===== config.mk =====
export PLATFORM = sky130hd
export DESIGN_NAME = deser_strap_config_mux
export DESIGN_NICKNAME = d
export VERILOG_FILES = /design/src/strap_cfg_pkg.sv /design/src/deser_strap_config_mux.sv
export SDC_FILE = /design/constraint.sdc
export NUM_CORES = 1
export LEC_CHECK = 0
export ABC_AREA = 1
export BUFFER_PORTS_ARGS = -buffer_cell sky130_fd_sc_hd__buf_2
export CELL_PAD_IN_SITES_DETAIL_PLACEMENT = 1
export CELL_PAD_IN_SITES_GLOBAL_PLACEMENT = 1
export CORE_ASPECT_RATIO = 1.5
export CORE_MARGIN = 5
export CORE_UTILIZATION = 30
export CTS_CLUSTER_SIZE = 40
export DETAILED_ROUTE_END_ITERATION = 7
export GPL_TIMING_DRIVEN = 1
export PLACE_DENSITY = 0.7
export SETUP_SLACK_MARGIN = 0.02
export SYNTH_ARGS = -nofsm -noshare
export SYNTH_HDL_FRONTEND = slang
export SYNTH_SLANG_ARGS = --single-unit

===== constraint.sdc =====
create_clock -name MCLK_I -period 1.51 [get_ports MCLK_I]
set_clock_uncertainty 0.15 [all_clocks]
set_input_delay 0.151 -clock MCLK_I [delete_from_list [all_inputs] [get_ports MCLK_I]]
set_output_delay 0.151 -clock MCLK_I [all_outputs]
set_load 0.05 [all_outputs]

===== src/strap_cfg_pkg.sv =====
// package for the power-up strap and shared-pin selection block
// assumes a single 40 MHz clock and no software-reachable registers
package strap_cfg_pkg;

  // ---------------------------------------------
  // clock and timing
  // ---------------------------------------------
  localparam int unsigned CLK_PERIOD_PS    = 25000;   // 40 MHz
  localparam int unsigned FWD_MAX_TIME_US  = 350;     // 0.35 ms forwarding bound
  localparam int unsigned FWD_MAX_CYCLES   = (FWD_MAX_TIME_US * 1000000) / CLK_PERIOD_PS;
  // forwarding latency used by the block, well inside the bound
  localparam int unsigned FWD_DELAY_CYCLES = 16;
  localparam logic [4:0]  FWD_DELAY_LOAD   = 5'h0F;   // delay - 1
  // cycles after reset release before straps are sampled (pins settled)
  localparam logic [3:0]  SETTLE_LOAD      = 4'h7;

  // ---------------------------------------------
  // reset values of latched configuration
  // ---------------------------------------------
  localparam logic        STRAP_RESET      = 1'b0;    // pulldown default
  localparam logic        GPIO_OUT_RESET   = 1'b1;    // released

  // ---------------------------------------------
  // state machine
  // ---------------------------------------------
  typedef enum logic [1:0] {
    ST_SETTLE = 2'b00,
    ST_SAMPLE = 2'b01,
    ST_RUN    = 2'b11
  } cap_state_e;

endpackage : strap_cfg_pkg


===== src/deser_strap_config_mux.sv =====
// shared-pin and power-up strap logic of a serial-link video receiver
// assumes pads resolve open-drain enables and hold weak pulldowns;
// inputs from pins are asynchronous and pass a two-stage synchroniser

// Notes on behaviour
// - enable strap low at power-up: control channel off, shared pins are straps
// - all strap states captured once after reset, held until next reset
// - channel enabled: mode-select low is base mode, high is bypass
// - channel disabled: dual-output strap low single, high double
// - channel disabled: bus-width strap low 24-bit, high 32-bit word
// - channel disabled: sync-encode strap low off, high on
// - channel disabled: error-correct strap low off, high on
// - channel disabled: edge strap low rising edge, high falling edge
// - unconnected two-level inputs read low, pulldown held by the pad
// - general input change reaches far-end output within 0.35 ms
// - channel enabled: general output 0 pulls pin low, 1 releases; pin level always readable
module deser_strap_config_mux (
  // clock and reset
  input  wire logic MCLK_I,
  input  wire logic SYS_RST_I,
  // configuration and mode pins
  input  wire logic LOCAL_CTRL_CHAN_ENABLE_I,
  input  wire logic MODE_SELECT_PIN_I,
  // shared pin 0 : general_io_zero / dual_output_strap
  input  wire logic GENERAL_IO_ZERO_I,
  output logic      GENERAL_IO_ZERO_O,
  output logic      GENERAL_IO_ZERO_OE_O,
  // shared pin 1 : general_io_one / bus_width_strap
  input  wire logic GENERAL_IO_ONE_I,
  output logic      GENERAL_IO_ONE_O,
  output logic      GENERAL_IO_ONE_OE_O,
  // shared rx / err_correct_strap and tx / edge_select_strap pins
  input  wire logic RX_PIN_I,
  output logic      RX_PIN_O,
  output logic      RX_PIN_OE_O,
  input  wire logic TX_PIN_I,
  output logic      TX_PIN_O,
  output logic      TX_PIN_OE_O,
  // control channel side (open-drain drive requests)
  input  wire logic CHAN_RX_PULL_LOW_I,
  input  wire logic CHAN_TX_PULL_LOW_I,
  output logic      CHAN_RX_LEVEL_O,
  output logic      CHAN_TX_LEVEL_O,
  // general output bits written by the control channel
  input  wire logic GEN_OUT_ZERO_WR_I,
  input  wire logic GEN_OUT_ONE_WR_I,
  input  wire logic GEN_OUT_WR_EN_I,
  output logic      GEN_IN_ZERO_O,
  output logic      GEN_IN_ONE_O,
  // general input forwarding
  input  wire logic GEN_INPUT_LINE_I,
  output logic      GEN_OUTPUT_LINE_O,
  // latched configuration
  output logic      CHAN_ENABLED_O,
  output logic      BYPASS_MODE_O,
  output logic      DOUBLE_OUTPUT_O,
  output logic      WIDE_WORD_O,
  output logic      SYNC_ENCODE_O,
  output logic      ERR_CORRECT_O,
  output logic      FALLING_EDGE_O,
  output logic      CONFIG_VALID_O
);

  // ---------------------------------------------
  // input synchronisers
  // ---------------------------------------------
  // order: 6 gpi, 5 tx, 4 rx, 3 io1, 2 io0, 1 ms, 0 enable
  logic [6:0] pins_raw;
  logic [6:0] sync1_reg;
  logic [6:0] sync2_reg;
  logic [6:0] sync1_next;
  logic [6:0] sync2_next;

  assign pins_raw = {GEN_INPUT_LINE_I, TX_PIN_I, RX_PIN_I, GENERAL_IO_ONE_I,
                     GENERAL_IO_ZERO_I, MODE_SELECT_PIN_I, LOCAL_CTRL_CHAN_ENABLE_I};

  // first stage feeds only the second stage
  always_comb begin
    sync1_next = pins_raw;
    sync2_next = sync1_reg;
  end

  // floating pins read low thanks to pad pulldowns
  always_ff @(posedge MCLK_I or posedge SYS_RST_I) begin
    if (SYS_RST_I) begin
      sync1_reg <= 7'h00;
      sync2_reg <= 7'h00;
    end else begin
      sync1_reg <= sync1_next;
      sync2_reg <= sync2_next;
    end
  end

  // ---------------------------------------------
  // power-up capture
  // ---------------------------------------------
  strap_cfg_pkg::cap_state_e state_reg;
  strap_cfg_pkg::cap_state_e state_next;
  logic [3:0] settle_reg;
  logic [3:0] settle_next;
  logic [5:0] cfg_reg;   // 5 en, 4 dbl, 3 bws, 2 sync_encode_strap, 1 edc, 0 es
  logic [5:0] cfg_next;
  logic       ms_reg;
  logic       ms_next;
  logic       valid_reg;
  logic       valid_next;

  // straps are taken once, after the synchroniser has filled
  always_comb begin
    state_next  = state_reg;
    settle_next = settle_reg;
    cfg_next    = cfg_reg;
    ms_next     = ms_reg;
    unique case (state_reg)
      strap_cfg_pkg::ST_SETTLE: begin
        if (settle_reg == 4'h0) begin
          state_next = strap_cfg_pkg::ST_SAMPLE;
        end else begin
          settle_next = settle_reg - 4'h1;
        end
      end
      strap_cfg_pkg::ST_SAMPLE: begin
        cfg_next[5] = sync2_reg[0];
        if (sync2_reg[0]) begin
          cfg_next[4:0] = 5'h00;                                     // straps unused
        end else begin
          cfg_next[4:0] = {sync2_reg[2], sync2_reg[3], sync2_reg[1],
                           sync2_reg[4], sync2_reg[5]};
        end
        state_next = strap_cfg_pkg::ST_RUN;
      end
      strap_cfg_pkg::ST_RUN: begin
        state_next = strap_cfg_pkg::ST_RUN;                          // held until reset
      end
      default: begin
        state_next = strap_cfg_pkg::ST_SETTLE;
      end
    endcase
    // mode select follows its pin only with the channel on
    if (state_reg == strap_cfg_pkg::ST_RUN) begin
      ms_next = cfg_reg[5] & sync2_reg[1];
    end
    // registered so the valid pin comes straight from a flop, same timing as the state
    valid_next = (state_next == strap_cfg_pkg::ST_RUN);
  end

  always_ff @(posedge MCLK_I or posedge SYS_RST_I) begin
    if (SYS_RST_I) begin
      state_reg  <= strap_cfg_pkg::ST_SETTLE;
      settle_reg <= strap_cfg_pkg::SETTLE_LOAD;
      cfg_reg    <= {6{strap_cfg_pkg::STRAP_RESET}};
      ms_reg     <= strap_cfg_pkg::STRAP_RESET;
      valid_reg  <= 1'b0;
    end else begin
      state_reg  <= state_next;
      settle_reg <= settle_next;
      cfg_reg    <= cfg_next;
      ms_reg     <= ms_next;
      valid_reg  <= valid_next;
    end
  end

  logic run_en;
  assign run_en = (state_reg == strap_cfg_pkg::ST_RUN) & cfg_reg[5];

  // ---------------------------------------------
  // general I/O and shared serial pins
  // ---------------------------------------------
  logic [1:0] gout_reg;
  logic [1:0] gout_next;
  logic [5:0] pad_reg;   // 5 io0 oe, 4 io1 oe, 3 rx oe, 2 tx oe, 1 rx lvl, 0 tx lvl
  logic [5:0] pad_next;
  logic [1:0] gin_reg;
  logic [1:0] gin_next;

  // open-drain: drive low only, so the data outputs stay 0 and only oe moves
  always_comb begin
    gout_next = gout_reg;
    if (GEN_OUT_WR_EN_I) begin
      gout_next = {GEN_OUT_ONE_WR_I, GEN_OUT_ZERO_WR_I};
    end
    pad_next[5] = run_en & ~gout_reg[0];
    pad_next[4] = run_en & ~gout_reg[1];
    pad_next[3] = run_en & CHAN_RX_PULL_LOW_I;
    pad_next[2] = run_en & CHAN_TX_PULL_LOW_I;
    pad_next[1] = sync2_reg[4] | ~run_en;                            // idle high when off
    pad_next[0] = sync2_reg[5] | ~run_en;
    gin_next    = {sync2_reg[3], sync2_reg[2]};                      // always readable
  end

  always_ff @(posedge MCLK_I or posedge SYS_RST_I) begin
    if (SYS_RST_I) begin
      gout_reg <= {2{strap_cfg_pkg::GPIO_OUT_RESET}};
      pad_reg  <= 6'h03;
      gin_reg  <= 2'h0;
    end else begin
      gout_reg <= gout_next;
      pad_reg  <= pad_next;
      gin_reg  <= gin_next;
    end
  end

  // ---------------------------------------------
  // general input forwarding
  // ---------------------------------------------
  // a short fixed delay models link transport; changes closer than the
  // delay restart it, which the driver's spacing rule makes harmless
  logic       fwd_seen_reg;
  logic       fwd_seen_next;
  logic [4:0] fwd_cnt_reg;
  logic [4:0] fwd_cnt_next;
  logic       gpo_reg;
  logic       gpo_next;

  always_comb begin
    fwd_seen_next = sync2_reg[6];
    fwd_cnt_next  = fwd_cnt_reg;
    gpo_next      = gpo_reg;
    if (sync2_reg[6] != fwd_seen_reg) begin
      fwd_cnt_next = strap_cfg_pkg::FWD_DELAY_LOAD;
    end else if (fwd_cnt_reg != 5'h00) begin
      fwd_cnt_next = fwd_cnt_reg - 5'h01;
    end else begin
      gpo_next = fwd_seen_reg;
    end
  end

  always_ff @(posedge MCLK_I or posedge SYS_RST_I) begin
    if (SYS_RST_I) begin
      fwd_seen_reg <= 1'b0;
      fwd_cnt_reg  <= 5'h00;
      gpo_reg      <= 1'b0;
    end else begin
      fwd_seen_reg <= fwd_seen_next;
      fwd_cnt_reg  <= fwd_cnt_next;
      gpo_reg      <= gpo_next;
    end
  end

  // ---------------------------------------------
  // outputs
  // ---------------------------------------------
  assign GENERAL_IO_ZERO_O    = 1'b0;
  assign GENERAL_IO_ONE_O     = 1'b0;
  assign RX_PIN_O             = 1'b0;
  assign TX_PIN_O             = 1'b0;
  assign GENERAL_IO_ZERO_OE_O = pad_reg[5];
  assign GENERAL_IO_ONE_OE_O  = pad_reg[4];
  assign RX_PIN_OE_O          = pad_reg[3];
  assign TX_PIN_OE_O          = pad_reg[2];
  assign CHAN_RX_LEVEL_O      = pad_reg[1];
  assign CHAN_TX_LEVEL_O      = pad_reg[0];
  assign GEN_IN_ZERO_O        = gin_reg[0];
  assign GEN_IN_ONE_O         = gin_reg[1];
  assign GEN_OUTPUT_LINE_O    = gpo_reg;
  assign CHAN_ENABLED_O       = cfg_reg[5];
  assign BYPASS_MODE_O        = ms_reg;
  assign DOUBLE_OUTPUT_O      = cfg_reg[4];
  assign WIDE_WORD_O          = cfg_reg[3];
  assign SYNC_ENCODE_O        = cfg_reg[2];
  assign ERR_CORRECT_O        = cfg_reg[1];
  assign FALLING_EDGE_O       = cfg_reg[0];
  assign CONFIG_VALID_O       = valid_reg;

  // ---------------------------------------------
  // assertion helper: cycles since the forwarded level last moved
  // ---------------------------------------------
  logic [4:0] fwd_age_reg;
  logic [4:0] fwd_age_next;

  // saturates so a long quiet spell cannot wrap back below the window
  always_comb begin
    fwd_age_next = fwd_age_reg;
    if (fwd_seen_next != fwd_seen_reg) begin
      fwd_age_next = 5'h00;
    end else if (fwd_age_reg != 5'h1F) begin
      fwd_age_next = fwd_age_reg + 5'h01;
    end
  end

  always_ff @(posedge MCLK_I or posedge SYS_RST_I) begin
    if (SYS_RST_I) begin
      fwd_age_reg <= 5'h00;
    end else begin
      fwd_age_reg <= fwd_age_next;
    end
  end
endmodule : deser_strap_config_mux


# ---- After elaboration in Yosys (flattened, before gate mapping)
# Cells that the tools add are included.
dict set report classes {
  addsub 2
  eq_ne 4
  muxes 5
  bitwise 14
  n_reduce_logical 7
}
# op n
set op_table {}
lappend op_table {{$mux W5} 3}
lappend op_table {{$and A1 B1 Y1} 6}
lappend op_table {{$not A1 Y1} 6}
lappend op_table {{$reduce_bool A5 Y1} 1}
lappend op_table {{$sub A5 B1 Y5 const B} 1}
lappend op_table {{$eq A2 B2 Y1 const B} 2}
lappend op_table {{$logic_not A4 Y1} 1}
lappend op_table {{$pmux W2 S2} 1}
lappend op_table {{$reduce_and A2 Y1} 2}
lappend op_table {{$sub A4 B1 Y4 const B} 1}
lappend op_table {{$eq A2 B1 Y1 const B} 1}
lappend op_table {{$logic_not A2 Y1} 1}
lappend op_table {{$mux W2} 1}
lappend op_table {{$or A1 B1 Y1} 2}
lappend op_table {{$reduce_bool A2 Y1} 1}
lappend op_table {{$reduce_or A2 Y1} 1}
lappend op_table {{$ne A1 B1 Y1} 1}
dict set report word_totals {
  ff_bits 45
  in_bits 14
  out_inout_bits 21
}

# ---- Longest topological paths before layout
# Gate-level depths: netlist (run 1).
dict set report logic_depth {
  word_depth 4
  mapped_depth 7
  ltp_nobuf 7
}

# ---- Worst setup path after synthesis (run 1)
# Ideal clock, no wire load.
dict set report synth_timing {
  kind {register to register}
  from {register settle_reg[0]}
  to {register settle_reg[3]}
  setup_ns 0.065
  arrival_time_ns 1.108
  required_ns 1.295
  path_slack_ns 0.187
  stages_incl_launch_ff 8
  period_less_slack_ns 1.323
  path_cell_list {dfstp_2 inv_1 ha_1 nand2_1 nand2_2 inv_1 nand2_1 nand2_1}
}
dict set report synth_via {
  elab_chain_cells 3
  word_cells_on_any_way 4
  cone_classes {add/sub: 1; bitwise: 1; reduce/logical: 2}
}
# item line_no
set synth_lines {}
lappend synth_lines {{start, declared} deser_strap_config_mux.sv:99} ;# logic [3:0] settle_reg;
lappend synth_lines {{start signal, assigned} deser_strap_config_mux.sv:150} ;# settle_reg <= strap_cfg_pkg::SETTLE_LOAD;
lappend synth_lines {{start signal, assigned} deser_strap_config_mux.sv:156} ;# settle_reg <= settle_next;
lappend synth_lines {{branches (longest 3 deep; another with $sub A4 B1 Y4)} n/a}
# Parallel ways; which one is timed is not known.
# A chain may end at the register's enable or synchronous reset.

# ---- Final worst setup path (run 1)
# Ends and elaborated chain as after synthesis.

==> metrics.csv, run 1 <==
stage,metric,value,unit
synthesis,synth_top_area_cell,dfrtp_1,
job,max-cap-violations,0,
sta,drv_slew,0,
cells_and_area,drive_above_1_share,30.20,%
synthesis,synth_cell_type_count,25,
sta,fin_crit,1.376,ns
synthesis,ys_seq_area_share,68.30,%
sta,rsz0062_at_grt,false,
sta,worst_slack,0.1343,ns
setup_path,arrival,1.48,ns
sta,fin_crit_sh,91.11,%
sta,hold_viol_final,0,
synthesis,synth_cells,153,
setup_path,worstPathRequired,1.61,ns
floorplanning,fp.dieW,70.77,µm
floorplanning,num_rows,33,
clock_tree,insertion_delay,0.30,ns
clock_tree,cts_sinks,45,
setup_path,r2r-start,settle_reg[0],
detailed_routing,ant_nets,0,
sta,fmax,726.9,MHz
place,placed_cells,251,
clock_tree,cts_tree,built,
detailed_routing,wire_per_inst,11.45,µm
place,portBuffers,30,
place,pre_cts_ws,0.05499,ns
power_and_ir_drop,p_total,2.629,mW
place,gp_congestion,0.7118,
setup_path,crit_type,flop to flop,
clock_tree,cts_root_buffer,clkbuf_8,
setup_path,critPathLaunchType,flop,
power_and_ir_drop,ir_drop,340.0,µV
synthesis,yosys_register_bits,45,
run_status,outcome,completed,
detailed_routing,first_pass_iters,4,
detailed_routing,drt_wl_total,3.115,mm
place,place_area,1893,µm²
cells_and_area,stdcell_count,272,
clock_tree,cts-htree-levels,2,
clock_tree,cts_buffers,5,
global_route,grt_max_degree,46,
worst_hold_path,min_path_type,flop to flop,
clock_tree,clkTransAtPathRegs,0.09,ns
floorplanning,ioPinCount,35,
sta,finalSetupViolations,0,
global_route,grt_overflow,0,
synthesis,syn_avg_cell_area,10.86,µm²
cells_and_area,syn_to_final_growth,30.80,%
detailed_routing,via_per_inst,4.239,
detailed_routing,drcViolationCount,0,
global_route,grt_pass1_vias,1279,
place,detailed_place_hpwl,2.245,mm
cells_and_area,n_antenna_cell,0,
floorplanning,core,5409,µm²
global_route,grt_pass1_wl,5.513,mm
detailed_routing,vias,1153,
setup_path,cp-startpoint,settle_reg[0],
global_route,grt_use_total,9.930,%
cells_and_area,final_nets,217,
synthesis,yosys-top-cells-area,"dfrtp_1, dfstp_2, nand2_1",
global_route,antenna_found_initial,0,
setup_path,crit_path_end_kind,flop,
sta,fin_tns_setup,0,ns
synthesis,synth_area,1662,µm²
worst_hold_path,worstHoldStart,sync1_reg[5],
power_and_ir_drop,power_density,1210,nW/µm²
synthesis,yosysTopAreaCellShare,57.23,%
clock_tree,clockBufferDepth,2,
floorplanning,die_y,101.2,µm
clock_tree,post-cts-setup-buffers,0,
setup_path,critPathMaxFanout,7,
floorplanning,initial_utilization,30.72,%
cells_and_area,final_area,2173,µm²
power_and_ir_drop,cellLeakagePower,1.085,nW
floorplanning,die-area,7158,µm²
synthesis,yosysWarningCount,0,
detailed_routing,dr.first_iter.drc_count,26,
[per-layer routing]
metal  up-vias  share of wire (%)  GRT usage (%)
met3         9                6.1          2.582
met1       568                 35          9.792
li1        549                  -              -
met5         -                  0              0
met4         0                3.0          6.078
met2        27                 56          18.30
[cell usage after synthesis, drive strengths merged]
master / number
nand2: 40
ha: 2
buf: 4
a21oi: 1
nand3: 5
o21ai: 7
dfrtp: 38
conb: 1
clkinv: 1
mux2: 2
nor2: 16
nand4: 3
clkbuf: 2
nor3: 2
dfstp: 7
inv: 21
xnor2: 1
[metrics by stage]
| stage | util (%) | hold slack, ns |
|---|---|---|
| after floorplan | - | 0.03243 |
| after global placement | 35.00 | 0.05528 |
| after detailed placement | 35.00 | 0.06221 |
| after CTS | 39.95 | 0.2094 |
| after global routing | 40.18 | 0.2117 |
| final | 40.18 | 0.2010 |
[area by class of cell]
class / instances / area (µm²)
fillers: 618 / 3236
flip-flops and latches: 45 / 1135
multi-input cells: 83 / 429.2
repair buffers: 44 / 300.3
well taps: 70 / 87.58
inverters: 22 / 83.83
clock buffers: 5 / 68.82
clock inverters: 3 / 68.82
[path summary, 6_finish.rpt]
check	end	cells past startpoint	slack (ns)
max	settle_reg[3]	7	0.13
max in group asynchronous	gout_reg[1]	4	0.66
max reg2reg	settle_reg[3]	7	0.13
min in group asynchronous	sync2_reg[3]	4	0.28
min	sync2_reg[5]	0	0.20
min reg2reg	sync2_reg[5]	0	0.20
[worst max-delay path: stages, from the launching register on]
cell and delay [ns]:
dfstp_2 0.53, inv_1 0.07, ha_2 0.21, nand2_2 0.09, nand2_4 0.08, inv_1 0.08
nand2_1 0.06, nand2_1 0.05
[repair_timing]
item,4_1_cts,5_1_grt
gates resized for setup,0,4
endpoints found under the hold margin,56,0
setup endpoints to repair,0,5
hold buffers,13,0
[power by group]
group | leakage (nW) | internal, mW | total (mW) | switching (mW)
registers | 0.518 | 1.27 | 1.29 | 0.0230
clock network | 0.0687 | 0.666 | 1.08 | 0.418
logic | 0.498 | 0.0788 | 0.258 | 0.179
[kinds of logic (layout without fill, tap and decap cells)]
| family | Yosys count | after routing | synth area share (%) |
|---|---|---|---|
| compound gates | 8 | 8 | 2.635 |
| flops | 45 | 45 | 68.30 |
| simple gates | 66 | 66 | 18.15 |
| mux | 2 | 2 | 1.355 |
| xor+xnor | 1 | 1 | 0.5272 |
| fa+ha+maj | 2 | 2 | 1.506 |
| other cells | 1 | 4 | 0.2257 |
| buf+inv | 28 | 74 | 7.304 |
[layout by cell type, fill, tap and decap left out, types with 2 or more instances in the layout]
cell	n
ha_2	2
clkbuf_8	5
nand3_1	4
mux2_2	2
nor2_1	14
nand2_4	2
inv_1	19
nand4_1	3
dlygate4sd3_1	13
nor2_4	2
dfrtp_1	38
buf_2	30
dfstp_2	7
nand2_2	2
nand2_1	36
conb_1	4
o21ai_1	5
bufinv_16	2
No activity file was read; power rests on OpenSTA's default activity.
==> run 2: changes to the inputs <==
GPL_ROUTABILITY_DRIVEN = 0   (was unset)
SETUP_SLACK_MARGIN = 0.15   (was 0.02)
==> run 2 against run 1 <==
Effect of this change:
- global-route usage is 0.062 points higher
- non-clock buffer count is 6 higher
- clock power hardly changed
- largest cell class unchanged
==> metrics.csv, run 2 (synthesized netlist as in run 1, its figures left out) <==
stage,metric,value,unit
cells_and_area,drive_above_1_share,35.10,%
floorplanning,die_y,101.2,µm
clock_tree,cts-htree-levels,2,
clock_tree,clkTransAtPathRegs,0.09,ns
sta,rsz0062_at_grt,true,
setup_path,cpLargestDelayFamily,flip-flops,
sta,fin_crit_sh,86.80,%
global_route,grt_pass1_vias,1280,
setup_path,worstPathRequired,1.21,ns
global_route,grt_max_degree,46,
cells_and_area,stdcell_count,278,
setup_path,crit_path_end_kind,output port,
place,detailed_place_hpwl,2.245,mm
worst_hold_path,worstHoldStart,sync1_reg[1],
detailed_routing,vias,1179,
detailed_routing,dr.first_iter.drc_count,28,
detailed_routing,first_pass_iters,4,
setup_path,rr_endpoint,GEN_OUTPUT_LINE_O,
clock_tree,cts_root_buffer,clkbuf_8,
detailed_routing,ant_nets,0,
detailed_routing,drt_wl_total,3.296,mm
sta,fmax,763.0,MHz
run_status,outcome,completed,
clock_tree,cts_buffers,5,
place,place_area,1893,µm²
floorplanning,fp.dieW,70.77,µm
setup_path,slowest_stage,dfstp_2,
detailed_routing,drcViolationCount,0,
cells_and_area,final_area,2248,µm²
place,pre_cts_ws,0.05499,ns
setup_path,rrSetupSlack,0.23,ns
floorplanning,die-area,7158,µm²
setup_path,arrival,1.01,ns
worst_hold_path,worstHoldEndpoint,sync2_reg[1],
cells_and_area,mostFrequentLayoutCells,"dfrtp_1, nand2_1, buf_2",
clock_tree,insertion_delay,0.30,ns
power_and_ir_drop,ir_drop,354.1,µV
worst_hold_path,min_path_type,flop to flop,
worst_hold_path,holdPathStages,0,
setup_path,r2r-start,fwd_cnt_reg[0],
power_and_ir_drop,cellLeakagePower,1.117,nW
sta,hold_viol_final,0,
global_route,grt_overflow,0,
clock_tree,cts_tree,built,
setup_path,crit_type,flop to output port,
clock_tree,clockBufferDepth,2,
global_route,antenna_found_initial,0,
global_route,grt_pass1_wl,5.554,mm
job,max-cap-violations,0,
cells_and_area,fillers,611,
detailed_routing,via_per_inst,4.241,
floorplanning,num_rows,33,
sta,drv_slew,0,
setup_path,critPathMaxFanout,1,
cells_and_area,final_nets,223,
place,portBuffers,30,
cells_and_area,n_antenna_cell,0,
floorplanning,ioPinCount,35,
setup_path,critPathMaxStageDelay,0.52,ns
place,placed_cells,251,
detailed_routing,wire_per_inst,11.86,µm
setup_path,r2r_cells,6,
setup_path,critPathLaunchType,flop,
floorplanning,initial_utilization,30.72,%
clock_tree,cts_sinks,45,
floorplanning,core,5409,µm²
sta,worst_slack,0.1993,ns
power_and_ir_drop,power_density,1187,nW/µm²
sta,fin_crit,1.311,ns
cells_and_area,syn_to_final_growth,35.32,%
global_route,grt_use_total,9.992,%
setup_path,worst-path-buf-inv,1,
sta,fin_tns_setup,0,ns
setup_path,worstPathCellList,buf_4,
sta,finalSetupViolations,0,
cells_and_area,layout.cells.most_common,dfrtp_1,
run 2: cell types whose count changed in the layout (fill, tap and decap cells not counted):
cell,before,now
buf_2,30,28
buf_4,0,8
ha_2,2,0
ha_4,0,2
inv_1,19,13
inv_2,1,7
nand2_2,2,1
nand2_4,2,3
run 2: how the worst max path moves through the flow:
| stage | cells after the start | endpoint | start | slack, ns |
|---|---|---|---|---|
| final | 1 | CHAN_TX_LEVEL_O | pad_reg[0] | 0.20 |
| after global routing | 6 | GEN_OUTPUT_LINE_O | fwd_cnt_reg[0] | 0.11 |
| after CTS | 7 | settle_reg[3] | settle_reg[0] | 0.14 |
| after detailed placement | 7 | settle_reg[3] | settle_reg[0] | 0.05 |
| after global placement | 7 | settle_reg[3] | settle_reg[0] | 0.13 |
| after floorplan | 1 | BYPASS_MODE_O | SYS_RST_I | 0.16 |
run 2: area by class of cell:
| type | instances | area, µm² | area share, % |
|---|---|---|---|
| sequential | 45 | 1135 | 50.47 |
| clock inverter | 3 | 68.82 | 3.061 |
| multi-input combinational | 83 | 454.2 | 20.20 |
| inverter | 22 | 83.83 | 3.728 |
| timing repair buffer | 50 | 350.3 | 15.58 |
| tap | 70 | 87.58 | 3.895 |
| clock buffer | 5 | 68.82 | 3.061 |
run 2: per-stage QoR:
| stage | power (mW) | util (%) | hold slack (ns) |
|---|---|---|---|
| after floorplan | 1.485 | - | 0.03243 |
| after global placement | 1.541 | 35.00 | 0.05528 |
| after detailed placement | 1.547 | 35.00 | 0.06221 |
| after CTS | 2.674 | 40.27 | 0.2094 |
| after global routing | 2.783 | 41.57 | 0.2117 |
| final | 2.668 | 41.57 | 0.2014 |
run 2: power breakdown:
part	internal [mW]	switching, mW	total [mW]
clock network	0.666	0.422	1.09
registers	1.27	0.0245	1.29
logic	0.100	0.190	0.290
total	2.03	0.636	2.67
run 2: repair_timing:
action                                  CTS  global route
pin swaps                                 2             4
endpoints found under the setup margin    7             6
endpoints found under the hold margin    56             0
gates resized for setup                   7             8
hold buffers                             13             0
setup buffers                             0             6
run 2: metal layers:
metal / up-vias / global-route usage (%) / share of wire [%]
met1: 581 / 9.981 / 36
met4: 0 / 6.078 / 2.8
met2: 26 / 18.30 / 55
met3: 9 / 2.582 / 5.8
li1: 563 / - / -
met5: - / 0 / 0
